<file path="src/design/led_ind_defs.vh">
// Function
// - green supply indicator lit whenever supply present
// - alarm holds red steadily on, yellow
// - fault or no firmware: green only
// - no USB link: red blinks 0.25 Hz
// - connected and stopped: red blinks 1 Hz
// - moving: red blinks 4 Hz
// - reprogramming firmware: red blinks 8 Hz
// - USB reconnecting: red blinks 10 Hz
// - limit outputs high while switch active
// - copy power and status to connector
// - suspicious value enters alarm, blocks motion
// - alarm flag readable in status
// - leave alarm: values good plus stop
// - sticky option latches error flags
`ifndef LED_IND_DEFS_VH
`define LED_IND_DEFS_VH
`define CLK_HZ 250000000
// blink frequencies in millihertz
`define F_NOUSB_MHZ 250
`define F_STOP_MHZ 1000
`define F_MOVE_MHZ 4000
`define F_FLASH_MHZ 8000
`define F_RECON_MHZ 10000
// register byte offsets
`define A_CTRL 8'h00
`define A_STAT 8'h04
`define A_IRQ 8'h08
`define A_MASK 8'h0C
`define A_ERR 8'h10
// control bits
`define C_STICKY 0
`define C_POL_L 1
`define C_POL_R 2
`define C_STOP 3
`define CTRL_RST 4'h0
// interrupt events
`define E_ALARM 0
`define E_CLEAR 1
`define NEV 2
`define RESP_OK 2'h0
`define RESP_SLVERR 2'h2
`endif

</file>
<file path="src/design/blink_gen.v">
`timescale 1ns/1ps
// square wave with equal halves, period chosen by a half count
module blink_gen #(
  parameter W = 32
) (
  input wire clk,
  input wire rst_n,
  input wire [W-1:0] half_cnt,
  input wire restart,
  output reg blink
);
  reg [W-1:0] cnt_q;
  // restart keeps a new pattern from starting mid-phase
  always @(posedge clk)
  begin
    if (!rst_n || restart)
    begin
      cnt_q <= {W{1'b0}};
      blink <= 1'b1;
    end
    else if (cnt_q >= half_cnt - {{(W-1){1'b0}}, 1'b1})
    begin
      cnt_q <= {W{1'b0}};
      blink <= ~blink;
    end
    else
      cnt_q <= cnt_q + {{(W-1){1'b0}}, 1'b1};
  end
endmodule // blink_gen

</file>
<file path="src/design/led_mode_ind.v">
`timescale 1ns/1ps
`include "led_ind_defs.vh"
module led_mode_ind #(
  parameter NFLT = 4,
  parameter CLK_HZ = `CLK_HZ
) (
  input wire CLK,
  input wire RST_N,
  // mode inputs from the controller
  input wire SUPPLY_OK,
  input wire FW_FAULT,
  input wire REFLASH,
  input wire USB_RECONNECT,
  input wire USB_CONNECTED,
  input wire MOVING,
  input wire [NFLT-1:0] FAULT_IN,
  input wire LIMIT_L_IN,
  input wire LIMIT_R_IN,
  output wire MOTION_BLOCK,
  output reg LED_POWER,
  output reg LED_STATUS,
  output reg CONN_POWER,
  output reg CONN_STATUS,
  output reg CONN_LIMIT_L,
  output reg CONN_LIMIT_R,
  output wire IRQ,
  // axi4-lite slave
  input wire [7:0] S_AWADDR,
  input wire S_AWVALID,
  output wire S_AWREADY,
  input wire [31:0] S_WDATA,
  input wire [3:0] S_WSTRB,
  input wire S_WVALID,
  output wire S_WREADY,
  output reg [1:0] S_BRESP,
  output reg S_BVALID,
  input wire S_BREADY,
  input wire [7:0] S_ARADDR,
  input wire S_ARVALID,
  output wire S_ARREADY,
  output reg [31:0] S_RDATA,
  output reg [1:0] S_RRESP,
  output reg S_RVALID,
  input wire S_RREADY
);
  ////////////////////////////////////////////////////////////////////////
  // half periods in cycles: clk*1000/(2*f_mHz)
  // kept at 64 bits since clock times a thousand overflows 32 bits
  localparam [63:0] CK = CLK_HZ * 64'd1;
  localparam [63:0] H_NOUSB = (CK * 64'd1000) / (64'd2 * `F_NOUSB_MHZ);
  localparam [63:0] H_STOP = (CK * 64'd1000) / (64'd2 * `F_STOP_MHZ);
  localparam [63:0] H_MOVE = (CK * 64'd1000) / (64'd2 * `F_MOVE_MHZ);
  localparam [63:0] H_FLASH = (CK * 64'd1000) / (64'd2 * `F_FLASH_MHZ);
  localparam [63:0] H_RECON = (CK * 64'd1000) / (64'd2 * `F_RECON_MHZ);
  // one-hot indication modes
  localparam [7:0] M_OFF = 8'h01;
  localparam [7:0] M_ALARM = 8'h02;
  localparam [7:0] M_FW = 8'h04;
  localparam [7:0] M_FLASH = 8'h08;
  localparam [7:0] M_RECON = 8'h10;
  localparam [7:0] M_NOUSB = 8'h20;
  localparam [7:0] M_MOVE = 8'h40;
  localparam [7:0] M_STOP = 8'h80;

  ////////////////////////////////////////////////////////////////////////
  reg [3:0] ctrl_q;
  reg [NFLT-1:0] err_q;
  reg alarm_q;
  reg [`NEV-1:0] irq_q;
  reg [`NEV-1:0] mask_q;
  reg [7:0] mode_q;
  reg [7:0] mode_d;
  reg [31:0] half_sel;
  wire blink;
  wire any_fault = |FAULT_IN;
  wire stop_cmd;
  wire alarm_set;
  wire alarm_clr;

  ////////////////////////////////////////////////////////////////////////
  // register map, one word each:
  //   CTRL  [0] sticky errors, [1]/[2] left/right limit inverted,
  //         [3] stop command, self-clearing, reads back as zero
  //   STAT  read-only indication state, writes ignored
  //   IRQ   write-one-to-clear events, MASK enables them onto IRQ
  //   ERR   read-only fault flags, live or latched per sticky bit
  // bus handshake: one write and one read outstanding
  wire wr_go = S_AWVALID && S_WVALID && !S_BVALID;
  wire rd_go = S_ARVALID && !S_RVALID;
  assign S_AWREADY = wr_go;
  assign S_WREADY = wr_go;
  assign S_ARREADY = rd_go;
  // only byte lane 0 carries register bits; other lanes are ignored
  wire wr_ctrl = wr_go && (S_AWADDR == `A_CTRL) && S_WSTRB[0];
  wire wr_irq = wr_go && (S_AWADDR == `A_IRQ) && S_WSTRB[0];
  wire wr_mask = wr_go && (S_AWADDR == `A_MASK) && S_WSTRB[0];
  wire wr_ok = (S_AWADDR == `A_CTRL) || (S_AWADDR == `A_IRQ) ||
               (S_AWADDR == `A_MASK) || (S_AWADDR == `A_STAT) ||
               (S_AWADDR == `A_ERR);
  // stop is a self-clearing command bit
  assign stop_cmd = wr_ctrl && S_WDATA[`C_STOP];

  // write response
  always @(posedge CLK)
  begin
    if (!RST_N)
    begin
      S_BVALID <= 1'b0;
      S_BRESP <= `RESP_OK;
    end
    else if (wr_go)
    begin
      S_BVALID <= 1'b1;
      S_BRESP <= wr_ok ? `RESP_OK : `RESP_SLVERR;
    end
    else if (S_BREADY)
      S_BVALID <= 1'b0;
  end

  // register writes; status and error words are read-only
  always @(posedge CLK)
  begin
    if (!RST_N)
    begin
      ctrl_q <= `CTRL_RST;
      mask_q <= {`NEV{1'b0}};
    end
    else
    begin
      if (wr_ctrl)
        ctrl_q <= {1'b0, S_WDATA[2:0]};
      if (wr_mask)
        mask_q <= S_WDATA[`NEV-1:0];
    end
  end

  ////////////////////////////////////////////////////////////////////////
  // alarm: entered on any fault, left on stop with faults gone
  assign alarm_set = any_fault;
  // a stop sent while a fault is still present is ignored on purpose
  assign alarm_clr = stop_cmd && !any_fault;
  always @(posedge CLK)
  begin
    if (!RST_N)
      alarm_q <= 1'b0;
    else if (alarm_set)
      alarm_q <= 1'b1;
    else if (alarm_clr)
      alarm_q <= 1'b0;
  end
  // motion refused while alarm holds, even the fault cycle itself
  assign MOTION_BLOCK = alarm_q || any_fault;

  // error flags: latched until stop when sticky, else live
  always @(posedge CLK)
  begin
    if (!RST_N)
      err_q <= {NFLT{1'b0}};
    else if (ctrl_q[`C_STICKY])
      err_q <= (stop_cmd ? {NFLT{1'b0}} : err_q) | FAULT_IN;
    else
      err_q <= FAULT_IN;
  end

  // sticky events, set wins over write-one clear
  // so an event landing with a clear write is never lost
  wire [`NEV-1:0] ev;
  assign ev[`E_ALARM] = alarm_set && !alarm_q;
  assign ev[`E_CLEAR] = alarm_clr && alarm_q;
  always @(posedge CLK)
  begin
    if (!RST_N)
      irq_q <= {`NEV{1'b0}};
    else
      irq_q <= (irq_q & ~(wr_irq ? S_WDATA[`NEV-1:0] : {`NEV{1'b0}})) | ev;
  end
  assign IRQ = |(irq_q & mask_q);

  ////////////////////////////////////////////////////////////////////////
  // status word: [0] alarm, [8:1] one-hot mode, [10:9] raw limits
  wire [31:0] stat_word;
  assign stat_word = {21'h000000, LIMIT_R_IN, LIMIT_L_IN, mode_q,
                      alarm_q};
  // read data path
  always @(posedge CLK)
  begin
    if (!RST_N)
    begin
      S_RVALID <= 1'b0;
      S_RDATA <= 32'h00000000;
      S_RRESP <= `RESP_OK;
    end
    else if (rd_go)
    begin
      S_RVALID <= 1'b1;
      S_RRESP <= `RESP_OK;
      case (S_ARADDR)
        `A_CTRL: S_RDATA <= {28'h0000000, ctrl_q};
        `A_STAT: S_RDATA <= stat_word;
        `A_IRQ: S_RDATA <= {{(32-`NEV){1'b0}}, irq_q};
        `A_MASK: S_RDATA <= {{(32-`NEV){1'b0}}, mask_q};
        `A_ERR: S_RDATA <= {{(32-NFLT){1'b0}}, err_q};
        default:
        begin
          S_RDATA <= 32'h00000000;
          S_RRESP <= `RESP_SLVERR;
        end
      endcase
    end
    else if (S_RREADY)
      S_RVALID <= 1'b0;
  end

  ////////////////////////////////////////////////////////////////////////
  // mode selection by fixed priority
  always @*
  begin
    mode_d = M_STOP;
    if (!SUPPLY_OK)
      mode_d = M_OFF;
    else if (alarm_q)
      mode_d = M_ALARM;
    else if (FW_FAULT)
      mode_d = M_FW;
    else if (REFLASH)
      mode_d = M_FLASH;
    else if (USB_RECONNECT)
      mode_d = M_RECON;
    else if (!USB_CONNECTED)
      mode_d = M_NOUSB;
    else if (MOVING)
      mode_d = M_MOVE;
  end

  always @(posedge CLK)
  begin
    if (!RST_N)
      mode_q <= M_OFF;
    else
      mode_q <= mode_d;
  end

  // blink rate per mode; the slowest half fits 32 bits at any
  // sensible clock, so the upper half of each figure is dropped
  always @*
  begin
    case (mode_q)
      M_NOUSB: half_sel = H_NOUSB[31:0];
      M_MOVE: half_sel = H_MOVE[31:0];
      M_FLASH: half_sel = H_FLASH[31:0];
      M_RECON: half_sel = H_RECON[31:0];
      default: half_sel = H_STOP[31:0];
    endcase
  end

  // one shared divider: only one pattern is ever shown at a time

  blink_gen #(
    .W(32)
  ) u_blink (
    .clk(CLK),
    .rst_n(RST_N),
    .half_cnt(half_sel),
    .restart(mode_d != mode_q),
    .blink(blink)
  );

  ////////////////////////////////////////////////////////////////////////
  // indicator and connector outputs, registered
  reg status_d;
  always @*
  begin
    case (mode_q)
      M_OFF: status_d = 1'b0;
      M_ALARM: status_d = 1'b1;
      M_FW: status_d = 1'b0;
      default: status_d = blink;
    endcase
  end

  always @(posedge CLK)
  begin
    if (!RST_N)
    begin
      LED_POWER <= 1'b0;
      LED_STATUS <= 1'b0;
      CONN_POWER <= 1'b0;
      CONN_STATUS <= 1'b0;
      CONN_LIMIT_L <= 1'b0;
      CONN_LIMIT_R <= 1'b0;
    end
    else
    begin
      LED_POWER <= SUPPLY_OK;
      LED_STATUS <= status_d;
      CONN_POWER <= SUPPLY_OK;
      CONN_STATUS <= status_d;
      // polarity bit set means switch active low
      CONN_LIMIT_L <= LIMIT_L_IN ^ ctrl_q[`C_POL_L];
      CONN_LIMIT_R <= LIMIT_R_IN ^ ctrl_q[`C_POL_R];
    end
  end
endmodule // led_mode_ind

</file>
<file path="config.mk">
export PLATFORM = sky130hd
export DESIGN_NAME = led_mode_ind
export DESIGN_NICKNAME = d
export VERILOG_FILES = /design/src/design/blink_gen.v /design/src/design/led_mode_ind.v
export VERILOG_INCLUDE_DIRS = /design/src /design/src/design
export SDC_FILE = /design/constraint.sdc
export NUM_CORES = 1
export LEC_CHECK = 0
export ABC_AREA = 1
export ABC_CLOCK_PERIOD_IN_PS = 8100
export BUFFER_PORTS_ARGS = -buffer_cell sky130_fd_sc_hd__buf_2
export CORE_ASPECT_RATIO = 1.4
export CORE_MARGIN = 2
export CORE_UTILIZATION = 55
export DETAILED_ROUTE_END_ITERATION = 12
export MAX_ROUTING_LAYER = met4
export PLACE_DENSITY = 0.82
export SLEW_MARGIN = 15
export SYNTH_ARGS = -nofsm -noshare
export SYNTH_HDL_FRONTEND = slang
export SYNTH_SLANG_ARGS = --single-unit
</file>
<file path="constraint.sdc">
create_clock -name CLK -period 8.1 [get_ports CLK]
set_input_delay 1.62 -clock CLK [delete_from_list [all_inputs] [get_ports CLK]]
set_output_delay 1.62 -clock CLK [all_outputs]
set_load 0.03 [all_outputs]
</file>
Word level (Yosys, flattened, before mapping)

Cells that the tools add are included.

Add/subtract/negate cells: 2
Order comparisons: 1
Equal/unequal tests: 16
Mux-type cells: 21
Bitwise gates (word level): 8
Reduce and logical (&&, ||, !) cells: 34

Operators with widths:

| operator                                            | number |
|---|---|
| case mux 29 bit (4 select lines)                    | 1 |
| 2-to-1 mux 8 bit                                    | 7 |
| case mux 11 bit (5 select lines)                    | 1 |
| == test 8 x 4 -> 1 bit (second input constant)      | 5 |
| adder 32 x 1 -> 32 bit (second input constant)      | 1 |
| >= comparator 32 bit                                | 1 |
| subtractor 29 x 1 -> 30 bit (second input constant) | 1 |
| == test 8 x 3 -> 1 bit (second input constant)      | 3 |
| == test 8 x 5 -> 1 bit (second input constant)      | 3 |
| zero test 8 bit                                     | 2 |
| logical AND 1 bit                                   | 13 |
| == test 8 x 1 -> 1 bit (second input constant)      | 1 |
| == test 8 x 2 -> 1 bit (second input constant)      | 1 |
| == test 8 x 6 -> 1 bit (second input constant)      | 1 |
| == test 8 x 7 -> 1 bit (second input constant)      | 1 |
| 2-to-1 mux 4 bit                                    | 2 |
| inequality test 8 bit                               | 1 |
| logical OR 1 bit                                    | 6 |
| 2-to-1 mux 1 bit                                    | 6 |
| 2-to-1 mux 2 bit                                    | 3 |
| nonzero test 2 bit                                  | 3 |
| OR reduction 2 bit                                  | 3 |
| zero test 1 bit                                     | 5 |
| OR reduction 5 bit                                  | 1 |
| 8 further kinds                                     | 10 |

Register bits: 95
Bits of input ports: 71
Output and inout port bits: 49
Word-level logic and storage cells: 99

Depth between registers and ports, before layout

Gate-level depths: netlist of the first run.

Depth in word-level cells: 10
Mapped depth: 20
Depth with buffers taken out: 19

By module

A second synthesis of the first run with hierarchy kept.

Cell total of the unflattened synthesis: 818
Area total of the unflattened synthesis: 5,679.2 sq um

By module, submodules not included:

| module       | times used | cells an instance | area each (sq um) | seq. area each (sq um) |
|---|---|---|---|---|
| blink_gen    | 1          | 477               | 3,377.0           | 660.6 |
| led_mode_ind | 1          | 341               | 2,302.2           | 780.7 |

Worst setup path after synthesis of the first run

OpenSTA, ideal clock, no wires.

Kind: input to output
From: in S_AWVALID
To: out S_WREADY
Arrival: 2.482 ns
Path slack: 3.998 ns
Stages on the path: 3
Cell sequence: nand2_1 nor2_1 buf_4

Word-level cells in the longest chain between the ends: 2

RTL lines:

| item                           | line              | RTL |
|---|---|---|
| start: declaration             | led_mode_ind.v:29 | `input wire S_AWVALID,` |
| logical AND 1 bit (2 in a row) | led_mode_ind.v:88 | `wire wr_go = S_AWVALID && S_WVALID && !S_BVALID;` |
| end: declaration               | led_mode_ind.v:34 | `output wire S_WREADY,` |

Every way passes these cells.

Worst setup path in the final report of the first run

From: in S_ARVALID
To: out S_ARREADY

Word-level cells in the longest chain between the ends: 1

RTL lines:

| item               | line              | RTL |
|---|---|---|
| start: declaration | led_mode_ind.v:39 | `input wire S_ARVALID,` |
| logical AND 1 bit  | led_mode_ind.v:89 | `wire rd_go = S_ARVALID && !S_RVALID;` |
| end: declaration   | led_mode_ind.v:40 | `output wire S_ARREADY,` |

Every way passes these cells.

==> results of run 1 <==
logic make-up after synthesis:
group / count (synthesis)
other: 2
adders and majority gates: 31
and+or+nand+nor: 382
buffers and inverters: 137
AOI/OAI and AO/OA: 57
xor gates and xnor gates: 22
DFF: 72
power by group:
part / total, W / internal [W] / switching, W
registers: 0.000365 / 0.000361 / 0.00000469
logic: 0.0000810 / 0.0000214 / 0.0000596
clock network: 0.000369 / 0.000215 / 0.000154
how the worst max path moves through the flow:
stage,startpoint,endpoint,slack (ns)
after detailed placement,S_ARVALID,S_ARREADY,3.70
after floorplan,S_AWVALID,S_WREADY,4.00
after CTS,S_ARVALID,S_ARREADY,3.70
final,S_ARVALID,S_ARREADY,3.70
after global placement,S_ARVALID,S_ARREADY,3.75
after global routing,S_ARVALID,S_ARREADY,3.56
layout by cell type, fill, tap and decap left out, types with 5 or more instances in the layout:
cell type and instances:
nand2_1 152, inv_1 94, nor2_1 91, dfxtp_1 72, buf_2 65, nand3_1 47, ha_1 31, a21oi_1 30
conb_1 26, nor3_1 20, nand4_1 18, xnor2_1 14, o21ai_0 12, nor3_2 11, clkbuf_16 9, nand3_2 8
xor2_1 8, and3_2 7, inv_2 5, nor2_2 5, nand2_2 5
per-stage QoR:
step / hold WS, ns / instance area [sq um]
after detailed placement: 0.455 / 5100
after global routing: 0.478 / 5370
after global placement: 0.450 / 5100
after CTS: 0.464 / 5370
after floorplan: 0.432 / 4910
final: 0.460 / 5370
sequential cells by signal, summed over array words and instances, names as in the netlist, 2 cells and up:
name / flops
u_blink.cnt_q: 32
S_RDATA: 11
mode_q: 8
err_q: 4
ctrl_q: 3
irq_q: 2
mask_q: 2
layer usage:
layer / GRT usage [%] / vias to the layer above / part of all wire, %
met5: - / - / 0
met4: 15.1 / 0 / 4.6
met3: 5.17 / 49 / 4.8
met2: 47.3 / 171 / 52
met1: 25.9 / 2114 / 38
li1: - / 2347 / -
worst reg2reg max path, cell delays in order (launching register included):
cell and delay, ns:
dfxtp_1 0.36, nor2_1 0.24, nand2_1 0.16, nor4_2 0.40, inv_1 0.10, ha_1 0.24
xnor2_1 0.18, ha_1 0.27, nand2_1 0.07, nand2_1 0.04, a21oi_1 0.11, nand2_1 0.07
nand2_1 0.06, nand2_1 0.13, nand2_1 0.11, nand3_2 0.39, nor3_1 0.32
area by class of cell:
| type | instances | area (sq um) |
|---|---|---|
| clock buffers | 11 | 243 |
| clock inverters | 5 | 32.5 |
| fillers | 791 | 3180 |
| inverters | 100 | 375 |
| multi-input cells | 518 | 2820 |
| flip-flops and latches | 72 | 1440 |
| well taps | 105 | 131 |
| repair buffers | 66 | 333 |
==> results by group, run 1 <==
Placed design
  – Pre-CTS setup slack: between 3 and 4 ns
  – Dpl cells: ~860
  – I/O Buffers: 65
  – Routability cong.: between 0.9 and 1
  – Detailed Place HPWL: 9190 um

Timing
  – TNS Setup: 0 ns
  – Final setup violation count: 0
  – RSZ-0062 raised after global routing: false
  – Slew at the pin closest to its max-slew limit: 0.959 ns
  – Pins Over Slew Limit: 0
  – Post-route setup slack: 3.70 ns
  – Worst-case clock skew: ~0.0097 ns
  – Hold Vio Cnt, Final: 0
  – Period minus WS final: around 4.4 ns
  – Final Cycle Share: ~54%
  – Max Freq: between 200 and 250 MHz
  – Slew HR: a little over a third

Clocking
  – Clk_lat worst skew: 0.34 ns
  – Clock Path Buffers: 2
  – Hold_buf cts: 0
  – CTS buffer count: 9
  – H-tree level count: 3
  – CTS sink count: 72
  – CTS tree: yes
  – CTS resizes: 0
  – CTS root buffer: clkbuf_16
  – Worst-path clk slew: 0.06 ns
  – Post-CTS setup buffers: 0

Power and ir drop
  – VDD IR max: 0.000133 V
  – Pwr per Cell Area: 152 mW/mm^2
  – Total power draw: ~0.0008 W
  – Leak Pwr: around 2.6 nW

Layout
  – Diode count: 0
  – Share of cells above drive strength 1: between 10% and 20%
  – Non-filler cells, final: slightly below 900
  – Final net count: 869
  – Area growth, synth to finish: 11.4%
  – Finished Core Util: between 60% and 70%

Worst setup path
  – R2R depth: 16
  – Most frequent CP cell: buf_2
  – Worst reg2reg path startpoint: mode_q[3]$_SDFF_PN0_
  – Arrival time worst endpoint: 2.78 ns
  – Critical-path maximum fanout: 17
  – R2r setup slk: 4.77 ns
  – Crit end category: output pin
  – Required @ worst endpoint: ~6.5 ns
  – Critical path, cell by cell: buf_2 > inv_1 > nor2_1 > buf_2
  – Setup crit start kind: input pin
  – CP delay by family, top: simple AND/OR/NAND/NOR gates
  – Critical path buffers and inverters: 3
  – Worst r2r dst: u_blink.cnt_q[4]$_SDFF_PP0_
  – Slowest stage cell on the critical path: nor2_1
  – WP depth: 4
  – Critical path class: input pin to output pin
  – CP max stage delay: 0.71 ns

GRT
  – Pin count of the biggest net entering global routing: 30
  – Tot GR Track Use: 26.1%
  – Number of global-route vias before repair: approximately 4600
  – Antenna violations before repair: 0
  – Grt total ovfl: 0
  – First-pass GRT wire length: between 15000 and 20000 um

Synth
  – Main combinational cell family by area after synthesis: simple AND/OR/NAND/NOR gates
  – Synth Area in XOR/XNOR: 4.00%
  – Yosys cell types: 42
  – Post-synthesis register bit count: 72
  – Synth Flop Type: dfxtp_1
  – Number of synthesis warnings: 0
  – Top post-synthesis cells by count: 152 x nand2_1, 94 x inv_1, 91 x nor2_1
  – Async SR Flop Fraction: 0%
  – Cell taking the most area after synthesis: dfxtp_1
  – Mux contribution to synthesized area: 0%
  – Sequential fraction of the synthesis area: between 20% and 30%
  – Compound-gate portion of the synthesized area: 6.54%
  – Post-synth top area share: between 20% and 30%
  – Synth top area cells: dfxtp_1 30%, nand2_1 12%, ha_1 8.0%
  – Synthesized instance count: roughly 700
  – Synth Cell Area: 0.00482 sq mm
  – Most frequent cell after synthesis: nand2_1
  – Syn avg cell area: slightly below 7 sq um
  – Synth Area in Adders: 8.04%
  – Simple-Gate Fraction of Synth Area: 37.8%
  – Post-synth EDFFs: 0

Floorplan
  – Die height: 115 um
  – Initial Utilization: approximately 56%
  – Core area: around 0.0086 sq mm
  – Horiz. Die Dim: around 83 um
  – Top Ports: 120
  – Die area: between 0.009 and 0.01 sq mm
  – Site Rows: 40

Drt
  – Drt first pass iters: 5
  – 1st-iter DRT viols: ~220
  – Drc violations: 0
  – Routed WL per cell: 13.2 um
  – Post-route ant nets: 0
  – Final wirelength: between 10000 and 15000 um
  – Routed vias/inst: approximately 5.3
  – Via Count: about 4700

Min path
  – Hold EP: S_RDATA[6]$_SDFFE_PN0P_
  – Worst hold path cell count: 2
  – Worst hold path type: flip-flop to flip-flop
  – Min-delay src: S_RDATA[6]$_SDFFE_PN0P_

Job
  – Number of max-cap violations: 0

Outcome
  – Status: complete, no violations
(Power assumes the default switching activity.)
==> run 2: changes to the inputs <==
--- a/config.mk
+++ b/config.mk
@@ -6,15 +6,15 @@
 export SDC_FILE = /design/constraint.sdc
 export NUM_CORES = 1
 export LEC_CHECK = 0
-export ABC_AREA = 1
-export ABC_CLOCK_PERIOD_IN_PS = 8100
+export ABC_AREA = 0
+export ABC_CLOCK_PERIOD_IN_PS = 3950
 export BUFFER_PORTS_ARGS = -buffer_cell sky130_fd_sc_hd__buf_2
 export CORE_ASPECT_RATIO = 1.4
 export CORE_MARGIN = 2
-export CORE_UTILIZATION = 55
+export CORE_UTILIZATION = 47
 export DETAILED_ROUTE_END_ITERATION = 12
 export MAX_ROUTING_LAYER = met4
-export PLACE_DENSITY = 0.82
+export PLACE_DENSITY = 0.76
 export SLEW_MARGIN = 15
 export SYNTH_ARGS = -nofsm -noshare
 export SYNTH_HDL_FRONTEND = slang
==> constraint.sdc (replaced) <==
create_clock -name CLK -period 3.95 [get_ports CLK]
set_input_delay 0.79 -clock CLK [delete_from_list [all_inputs] [get_ports CLK]]
set_output_delay 0.79 -clock CLK [all_outputs]
set_load 0.03 [all_outputs]
==> run 2 against run 1 <==
  * Clock power grew 120%
  * Clock skew shrank 0.0023 ns
  * Setup slack lost 3.4 ns
  * Register-to-register slack lost 4.5 ns
  * Wire length shrank 21%
  * Utilization shrank 7.0 points
  * Final cell count shrank 23%
  * Highest routed layer unchanged
  * Sequential share of layout area grew 3.3 points
  * Sequential cell count is the same
==> results by group, run 2 <==
Worst setup path
  – Critical-path maximum fanout: 32
  – Setup crit start kind: flip-flop
  – Most frequent CP cell: ha_1
  – CP max stage delay: roughly 0.70 ns
  – Critical path, cell by cell: or3_1 > nor4_2 > and2_2 > inv_1 > ha_1 > xnor2_1 > ha_1 > nand4_1 > o221ai_1 > a221oi_1 > or4b_2 > nand3_1 > buf_12 > nor2_1
  – Critical path class: flip-flop to flip-flop
  – Arrival time worst endpoint: 3.91 ns
  – CP delay by family, top: simple AND/OR/NAND/NOR gates
  – Slowest stage cell on the critical path: or4b_2
  – Critical path buffers and inverters: 2
  – Required @ worst endpoint: 4.18 ns
  – Crit end category: flip-flop

Timing
  – Worst hold margin: around 0.45 ns
  – Hold Vio Cnt, Final: 0
  – TNS Setup: 0 ns
  – Final setup violation count: 0
  – Slew at the pin closest to its max-slew limit: ~0.95 ns
  – Slew HR: a little over a third
  – Post-route setup slack: 0.269 ns
  – Max Freq: between 200 and 300 MHz
  – Pins Over Slew Limit: 0
  – Period minus WS final: 3.68 ns
  – Final Cycle Share: 93.2%
  – Worst-case clock skew: about 0.0075 ns
  – RSZ-0062 raised after global routing: false

Placed design
  – Pre-CTS setup slack: 0.166 ns
  – I/O Buffers: 65
  – Dpl cells: between 600 and 700
  – Detailed Place HPWL: ~7000 um
  – Routability cong.: around 0.87

Clocking
  – Worst-path clk slew: 0.06 ns
  – CTS root buffer: clkbuf_16
  – H-tree level count: 3
  – CTS tree: yes
  – CTS buffer count: 9
  – Clk_lat worst skew: approximately 0.34 ns
  – CTS sink count: between 70 and 80
  – Clock Path Buffers: 2
  – Hold_buf cts: 0

Layout
  – Largest regs: u_blink.cnt_q x32, S_RDATA x11, mode_q x8
  – Most frequent cells in the layout: 72 x dfxtp_1, 65 x buf_2, 57 x nor2_1
  – Non-filler cells, final: 672
  – Diode count: 0
  – Area growth, synth to finish: 15.6%
  – Biggest register: u_blink.cnt_q
  – Share of cells above drive strength 1: between 10% and 20%
  – Finished Core Util: 55.8%
  – Final net count: between 600 and 700
  – Largest register FFs: 32
  – Most common cell after layout, fill and taps aside: dfxtp_1

Power and ir drop
  – Sw frac: approximately a quarter
  – VDD IR max: 0.000214 V
  – Internal power: 0.00128 W
  – Part of the power in registers: between 40% and 50%
  – Leak Pwr: about 2.1 nW
  – Total net switching power: about 0.00045 W
  – Clock Power Share: about 48%
  – Pwr per Cell Area: ~360 mW/mm^2
  – Logic gate share of total power: 9.2%

Floorplan
  – Die height: between 100 and 150 um
  – Site Rows: 40
  – Core area: 0.00856 sq mm
  – Top Ports: 120
  – Die area: between 0.009 and 0.01 sq mm
  – Initial Utilization: around half
  – Horiz. Die Dim: 83.3 um

Synth
  – Number of synthesis warnings: 0
  – Cell taking the most area after synthesis: dfxtp_1
  – Async SR Flop Fraction: 0%
  – Synthesized instance count: a little under 500
  – Most frequent cell after synthesis: dfxtp_1
  – Post-synth top area share: 34.9%
  – Synth Cell Area: slightly above 0.004 sq mm
  – Synth Flop Type: dfxtp_1
  – Sequential fraction of the synthesis area: about a third
  – Top post-synthesis cells by count: 72 x dfxtp_1, 57 x nor2_1, 48 x nand2_1
  – Post-synthesis register bit count: ~70
  – Post-synth EDFFs: 0
  – Yosys cell types: 51
  – Syn avg cell area: ~8.3 sq um
  – Synth top area cells: dfxtp_1 35%, ha_1 9.4%, nor2_1 5.2%

Drt
  – Via Count: between 3000 and 4000
  – Routed WL per cell: 13.7 um
  – Drt first pass iters: 4
  – Drc violations: 0
  – Final wirelength: 9210 um
  – Routed vias/inst: between 5 and 6
  – Post-route ant nets: 0
  – 1st-iter DRT viols: approximately 170

GRT
  – Antenna violations before repair: 0
  – First-pass GRT wire length: between 15000 and 20000 um
  – Number of global-route vias before repair: between 3000 and 4000
  – Tot GR Track Use: 20.2%
  – Grt total ovfl: 0
  – Pin count of the biggest net entering global routing: 37

Job
  – Number of max-cap violations: 0

Min path
  – Worst hold path type: flip-flop to flip-flop

Outcome
  – Status: complete, no violations
[run 2: changes by cell type in the layout (fill, tap and decap cells not counted), sizes merged, moves of 6 or more]
cell    change
a21boi     +13
a21oi       -7
and2        +6
inv        -82
nand2     -110
nand2b      +7
nand3      -31
nand4       -6
nor2       -40
nor2b      +17
nor3       -21
xor2       +11
[run 2: routing by layer]
metal	routed length, um	part of all wire [%]	vias up	global-route usage, %
li1	-	-	1806	-
met1	3730	40	1653	20.3
met2	4870	53	77	37.9
met3	432	4.7	15	4.31
met4	180	2.0	0	8.42
met5	0	0	-	-
[run 2: area by class of cell]
| cell class | count | area, sq um |
|---|---|---|
| well taps | 105 | 131 |
| flip-flops and latches | 72 | 1440 |
| clock buffers | 10 | 229 |
| inverters | 17 | 63.8 |
| fillers | 810 | 3780 |
| clock inverters | 6 | 70.1 |
| repair buffers | 68 | 360 |
| multi-input cells | 394 | 2480 |
[run 2: repair_timing]
action	4_1_cts	5_1_grt
resized for setup	0	2
setup endpoints to repair	0	32
setup buffers	0	0
[run 2: kinds of logic (layout without fill, tap and decap cells)]
family | after synthesis | count (layout) | synth area share (%)
and+or+nand+nor | 221 | 221 | 27.5
AOI/OAI and AO/OA | 77 | 77 | 12.1
DFF | 72 | 72 | 34.9
buffers and inverters | 55 | 101 | 7.47
xor gates and xnor gates | 33 | 33 | 6.99
adders and majority gates | 31 | 31 | 9.38
muxes | 6 | 6 | 1.48
other | 2 | 26 | 0.182
[run 2: path summary, 6_finish.rpt]
kind	start	to	slack (ns)	cells after the start
max	mode_q[2]$_SDFF_PN0_	u_blink.cnt_q[20]$_SDFF_PP0_	0.27	14
max reg2reg	mode_q[2]$_SDFF_PN0_	u_blink.cnt_q[20]$_SDFF_PP0_	0.27	14
min reg2reg	u_blink.cnt_q[0]$_SDFF_PP0_	u_blink.cnt_q[0]$_SDFF_PP0_	0.45	1
min	u_blink.cnt_q[0]$_SDFF_PP0_	u_blink.cnt_q[0]$_SDFF_PP0_	0.45	1
[run 2: per-stage QoR]
step,instance area (sq um),total power (W)
3_5_place_dp,4470,0.000926
2_1_floorplan,4230,0.000892
3_3_place_gp,4470,0.000923
6_report,4780,0.00174
5_1_grt,4780,0.00179
4_1_cts,4770,0.00175
[run 2: power groups by stage]
stage | clock network [W] | registers [W] | logic (W)
global route | 0.000862 | 0.000753 | 0.000176
floorplan | 0 | 0.000780 | 0.000112
detailed placement | 0 | 0.000767 | 0.000159
CTS | 0.000834 | 0.000751 | 0.000160
finish | 0.000827 | 0.000751 | 0.000160
global placement | 0 | 0.000766 | 0.000156
==> run 3: changes to the inputs <==
--- a/config.mk
+++ b/config.mk
@@ -11,10 +11,12 @@
 export BUFFER_PORTS_ARGS = -buffer_cell sky130_fd_sc_hd__buf_2
 export CORE_ASPECT_RATIO = 1.4
 export CORE_MARGIN = 2
-export CORE_UTILIZATION = 47
+export CORE_UTILIZATION = 45
+export CTS_BUF_LIST = sky130_fd_sc_hd__clkbuf_4 sky130_fd_sc_hd__clkbuf_8 sky130_fd_sc_hd__clkbuf_16
+export CTS_CLUSTER_DIAMETER = 40
 export DETAILED_ROUTE_END_ITERATION = 12
 export MAX_ROUTING_LAYER = met4
-export PLACE_DENSITY = 0.76
+export PLACE_DENSITY = 0.74
 export SLEW_MARGIN = 15
 export SYNTH_ARGS = -nofsm -noshare
 export SYNTH_HDL_FRONTEND = slang
==> run 3 against run 2 <==
  * Clock skew decreased by 0.00070 ns
  * Clock-buffer cell count unchanged
  * Clock power increased by 6.9%
  * Sequential power about the same
  * Sequential share of layout area decreased by 0.13 points
  * Non-clock buffer count decreased by 1
  * Wire length decreased by 2.1%
  * Combinational power about the same
  * Sequential cell count unchanged
  * Global-route usage decreased by 1.1 points
  * Utilization decreased by 2.4 points
  * Largest cell class unchanged
==> results by group, run 3 (synthesis results as in run 2) <==
Worst setup path
  – R2r setup slk: roughly 0.27 ns
  – R2R depth: 14
  – Crit end category: flip-flop
  – Critical-path maximum fanout: 32
  – CP endpoint: u_blink.cnt_q[4]$_SDFF_PP0_
  – Worst reg2reg path startpoint: mode_q[2]$_SDFF_PN0_
  – Setup crit start kind: flip-flop
  – Arrival time worst endpoint: between 3 and 4 ns
  – Required @ worst endpoint: about 4.2 ns
  – Worst r2r dst: u_blink.cnt_q[4]$_SDFF_PP0_
  – Setup crit start: mode_q[2]$_SDFF_PN0_
  – Critical path class: flip-flop to flip-flop

Timing
  – Final Cycle Share: 93.1%
  – Post-route setup slack: between 0.2 and 0.3 ns
  – Period minus WS final: ~3.7 ns
  – Pins Over Slew Limit: 0
  – Slew HR: 33.8%
  – Slew at the pin closest to its max-slew limit: 0.986 ns
  – Worst-case clock skew: 0.00675 ns
  – Final setup violation count: 0
  – Max Freq: approximately 270 MHz
  – TNS Setup: 0 ns
  – RSZ-0062 raised after global routing: false
  – Hold Vio Cnt, Final: 0

Layout
  – Non-filler cells, final: roughly 670
  – Largest regs: u_blink.cnt_q x32, S_RDATA x11, mode_q x8
  – Biggest register: u_blink.cnt_q
  – Filler cell count: 844
  – Final Cell Area: roughly 0.0048 sq mm
  – Final net count: ~660
  – Area growth, synth to finish: 16.1%
  – Share of cells above drive strength 1: around 17%
  – Largest register FFs: 32
  – Most frequent cells in the layout: 72 x dfxtp_1, 65 x buf_2, 57 x nor2_1
  – Diode count: 0
  – Most common cell after layout, fill and taps aside: dfxtp_1

GRT
  – First-pass GRT wire length: 15400 um
  – Grt total ovfl: 0
  – Pin count of the biggest net entering global routing: 37
  – Tot GR Track Use: 19.2%
  – Number of global-route vias before repair: around 3600
  – Antenna violations before repair: 0

Job
  – Number of max-cap violations: 0

Drt
  – Final wirelength: approximately 9000 um
  – Drt first pass iters: 5
  – Post-route ant nets: 0
  – Via Count: ~3600
  – Routed vias/inst: between 5 and 6
  – Routed WL per cell: 13.4 um
  – Drc violations: 0
  – 1st-iter DRT viols: roughly 120

Clocking
  – Hold_buf cts: 0
  – CTS root buffer: clkbuf_16
  – CTS sink count: 72
  – H-tree level count: 3
  – CTS buffer count: 9
  – Worst-path clk slew: roughly 0.060 ns
  – CTS resizes: 0
  – CTS tree: yes
  – Clk_lat worst skew: around 0.33 ns
  – Clock Path Buffers: 2
  – Post-CTS setup buffers: 0

Placed design
  – Dpl cell area: approximately 0.0045 sq mm
  – Dpl cells: roughly 660
  – I/O Buffers: 65
  – Detailed Place HPWL: roughly 6800 um
  – Pre-CTS setup slack: around 0.15 ns
  – Routability cong.: between 0.8 and 0.9

Floorplan
  – Die area: 0.00998 sq mm
  – Top Ports: 120
  – Horiz. Die Dim: 85.0 um
  – Core area: ~0.009 sq mm
  – Die height: between 100 and 150 um
  – Initial Utilization: 46.1%
  – Site Rows: a little over 40

Power and ir drop
  – Leak Pwr: ~2.1 nW
  – Pwr per Cell Area: 374 mW/mm^2
  – VDD IR max: ~0.00028 V
  – Total power draw: 0.00179 W

Outcome
  – Status: complete, no violations

Min path
  – Worst hold path type: flip-flop to flip-flop
run 3: worst min-delay path by stage:
stage               cells after the start                           to  slack, ns                        start
floorplan                               1  u_blink.cnt_q[0]$_SDFF_PP0_       0.42  u_blink.cnt_q[0]$_SDFF_PP0_
global placement                        1  u_blink.cnt_q[0]$_SDFF_PP0_       0.43  u_blink.cnt_q[0]$_SDFF_PP0_
detailed placement                      1  u_blink.cnt_q[0]$_SDFF_PP0_       0.44  u_blink.cnt_q[0]$_SDFF_PP0_
CTS                                     1  u_blink.cnt_q[0]$_SDFF_PP0_       0.46  u_blink.cnt_q[0]$_SDFF_PP0_
global route                            2      S_RDATA[0]$_SDFFE_PN0P_       0.47          err_q[0]$_SDFF_PN0_
finish                                  1  u_blink.cnt_q[0]$_SDFF_PP0_       0.45  u_blink.cnt_q[0]$_SDFF_PP0_
run 3: routing by layer:
| layer | track usage (%) | wire [um] | share of wire, % | vias to the layer above |
|---|---|---|---|---|
| met2 | 34.0 | 4750 | 53 | 80 |
| met1 | 20.1 | 3660 | 41 | 1658 |
| met3 | 4.79 | 404 | 4.5 | 17 |
| li1 | - | - | - | 1805 |
| met4 | 7.24 | 195 | 2.2 | 0 |
| met5 | - | 0 | 0 | - |
run 3: stage by stage:
step,util [%],hold WS [ns]
after CTS,53.4,0.457
after floorplan,-,0.418
final,53.5,0.451
after detailed placement,49.8,0.445
after global routing,53.5,0.472
after global placement,49.8,0.428
run 3: worst max-delay path, stage by stage, from the launching register on:
cell and delay (ns):
dfxtp_1 0.37, or3_1 0.42, nor4_2 0.18, and2_2 0.24, inv_1 0.09, ha_1 0.23, xnor2_1 0.13, ha_1 0.30
nand4_1 0.10, o221ai_1 0.22, a221oi_1 0.12, or4b_2 0.70, nand3_1 0.16, buf_12 0.20, nor2_1 0.07
run 3: cell type report:
class / instances / area (sq um) / share of cell area [%]
Inverter: 17 / 63.8 / 1.33
Clock inverter: 6 / 92.6 / 1.93
Timing Repair Buffer: 67 / 353 / 7.35
Tap cell: 107 / 134 / 2.79
Multi-Input combinational cell: 394 / 2480 / 51.7
Sequential cell: 72 / 1440 / 30.0
Clock buffer: 10 / 233 / 4.85
run 3: power by group:
group | switching, W | internal (W)
Sequential | 0.0000108 | 0.000741
Combinational | 0.000108 | 0.0000503
Clock | 0.000321 | 0.000563
Total | 0.000440 | 0.00135
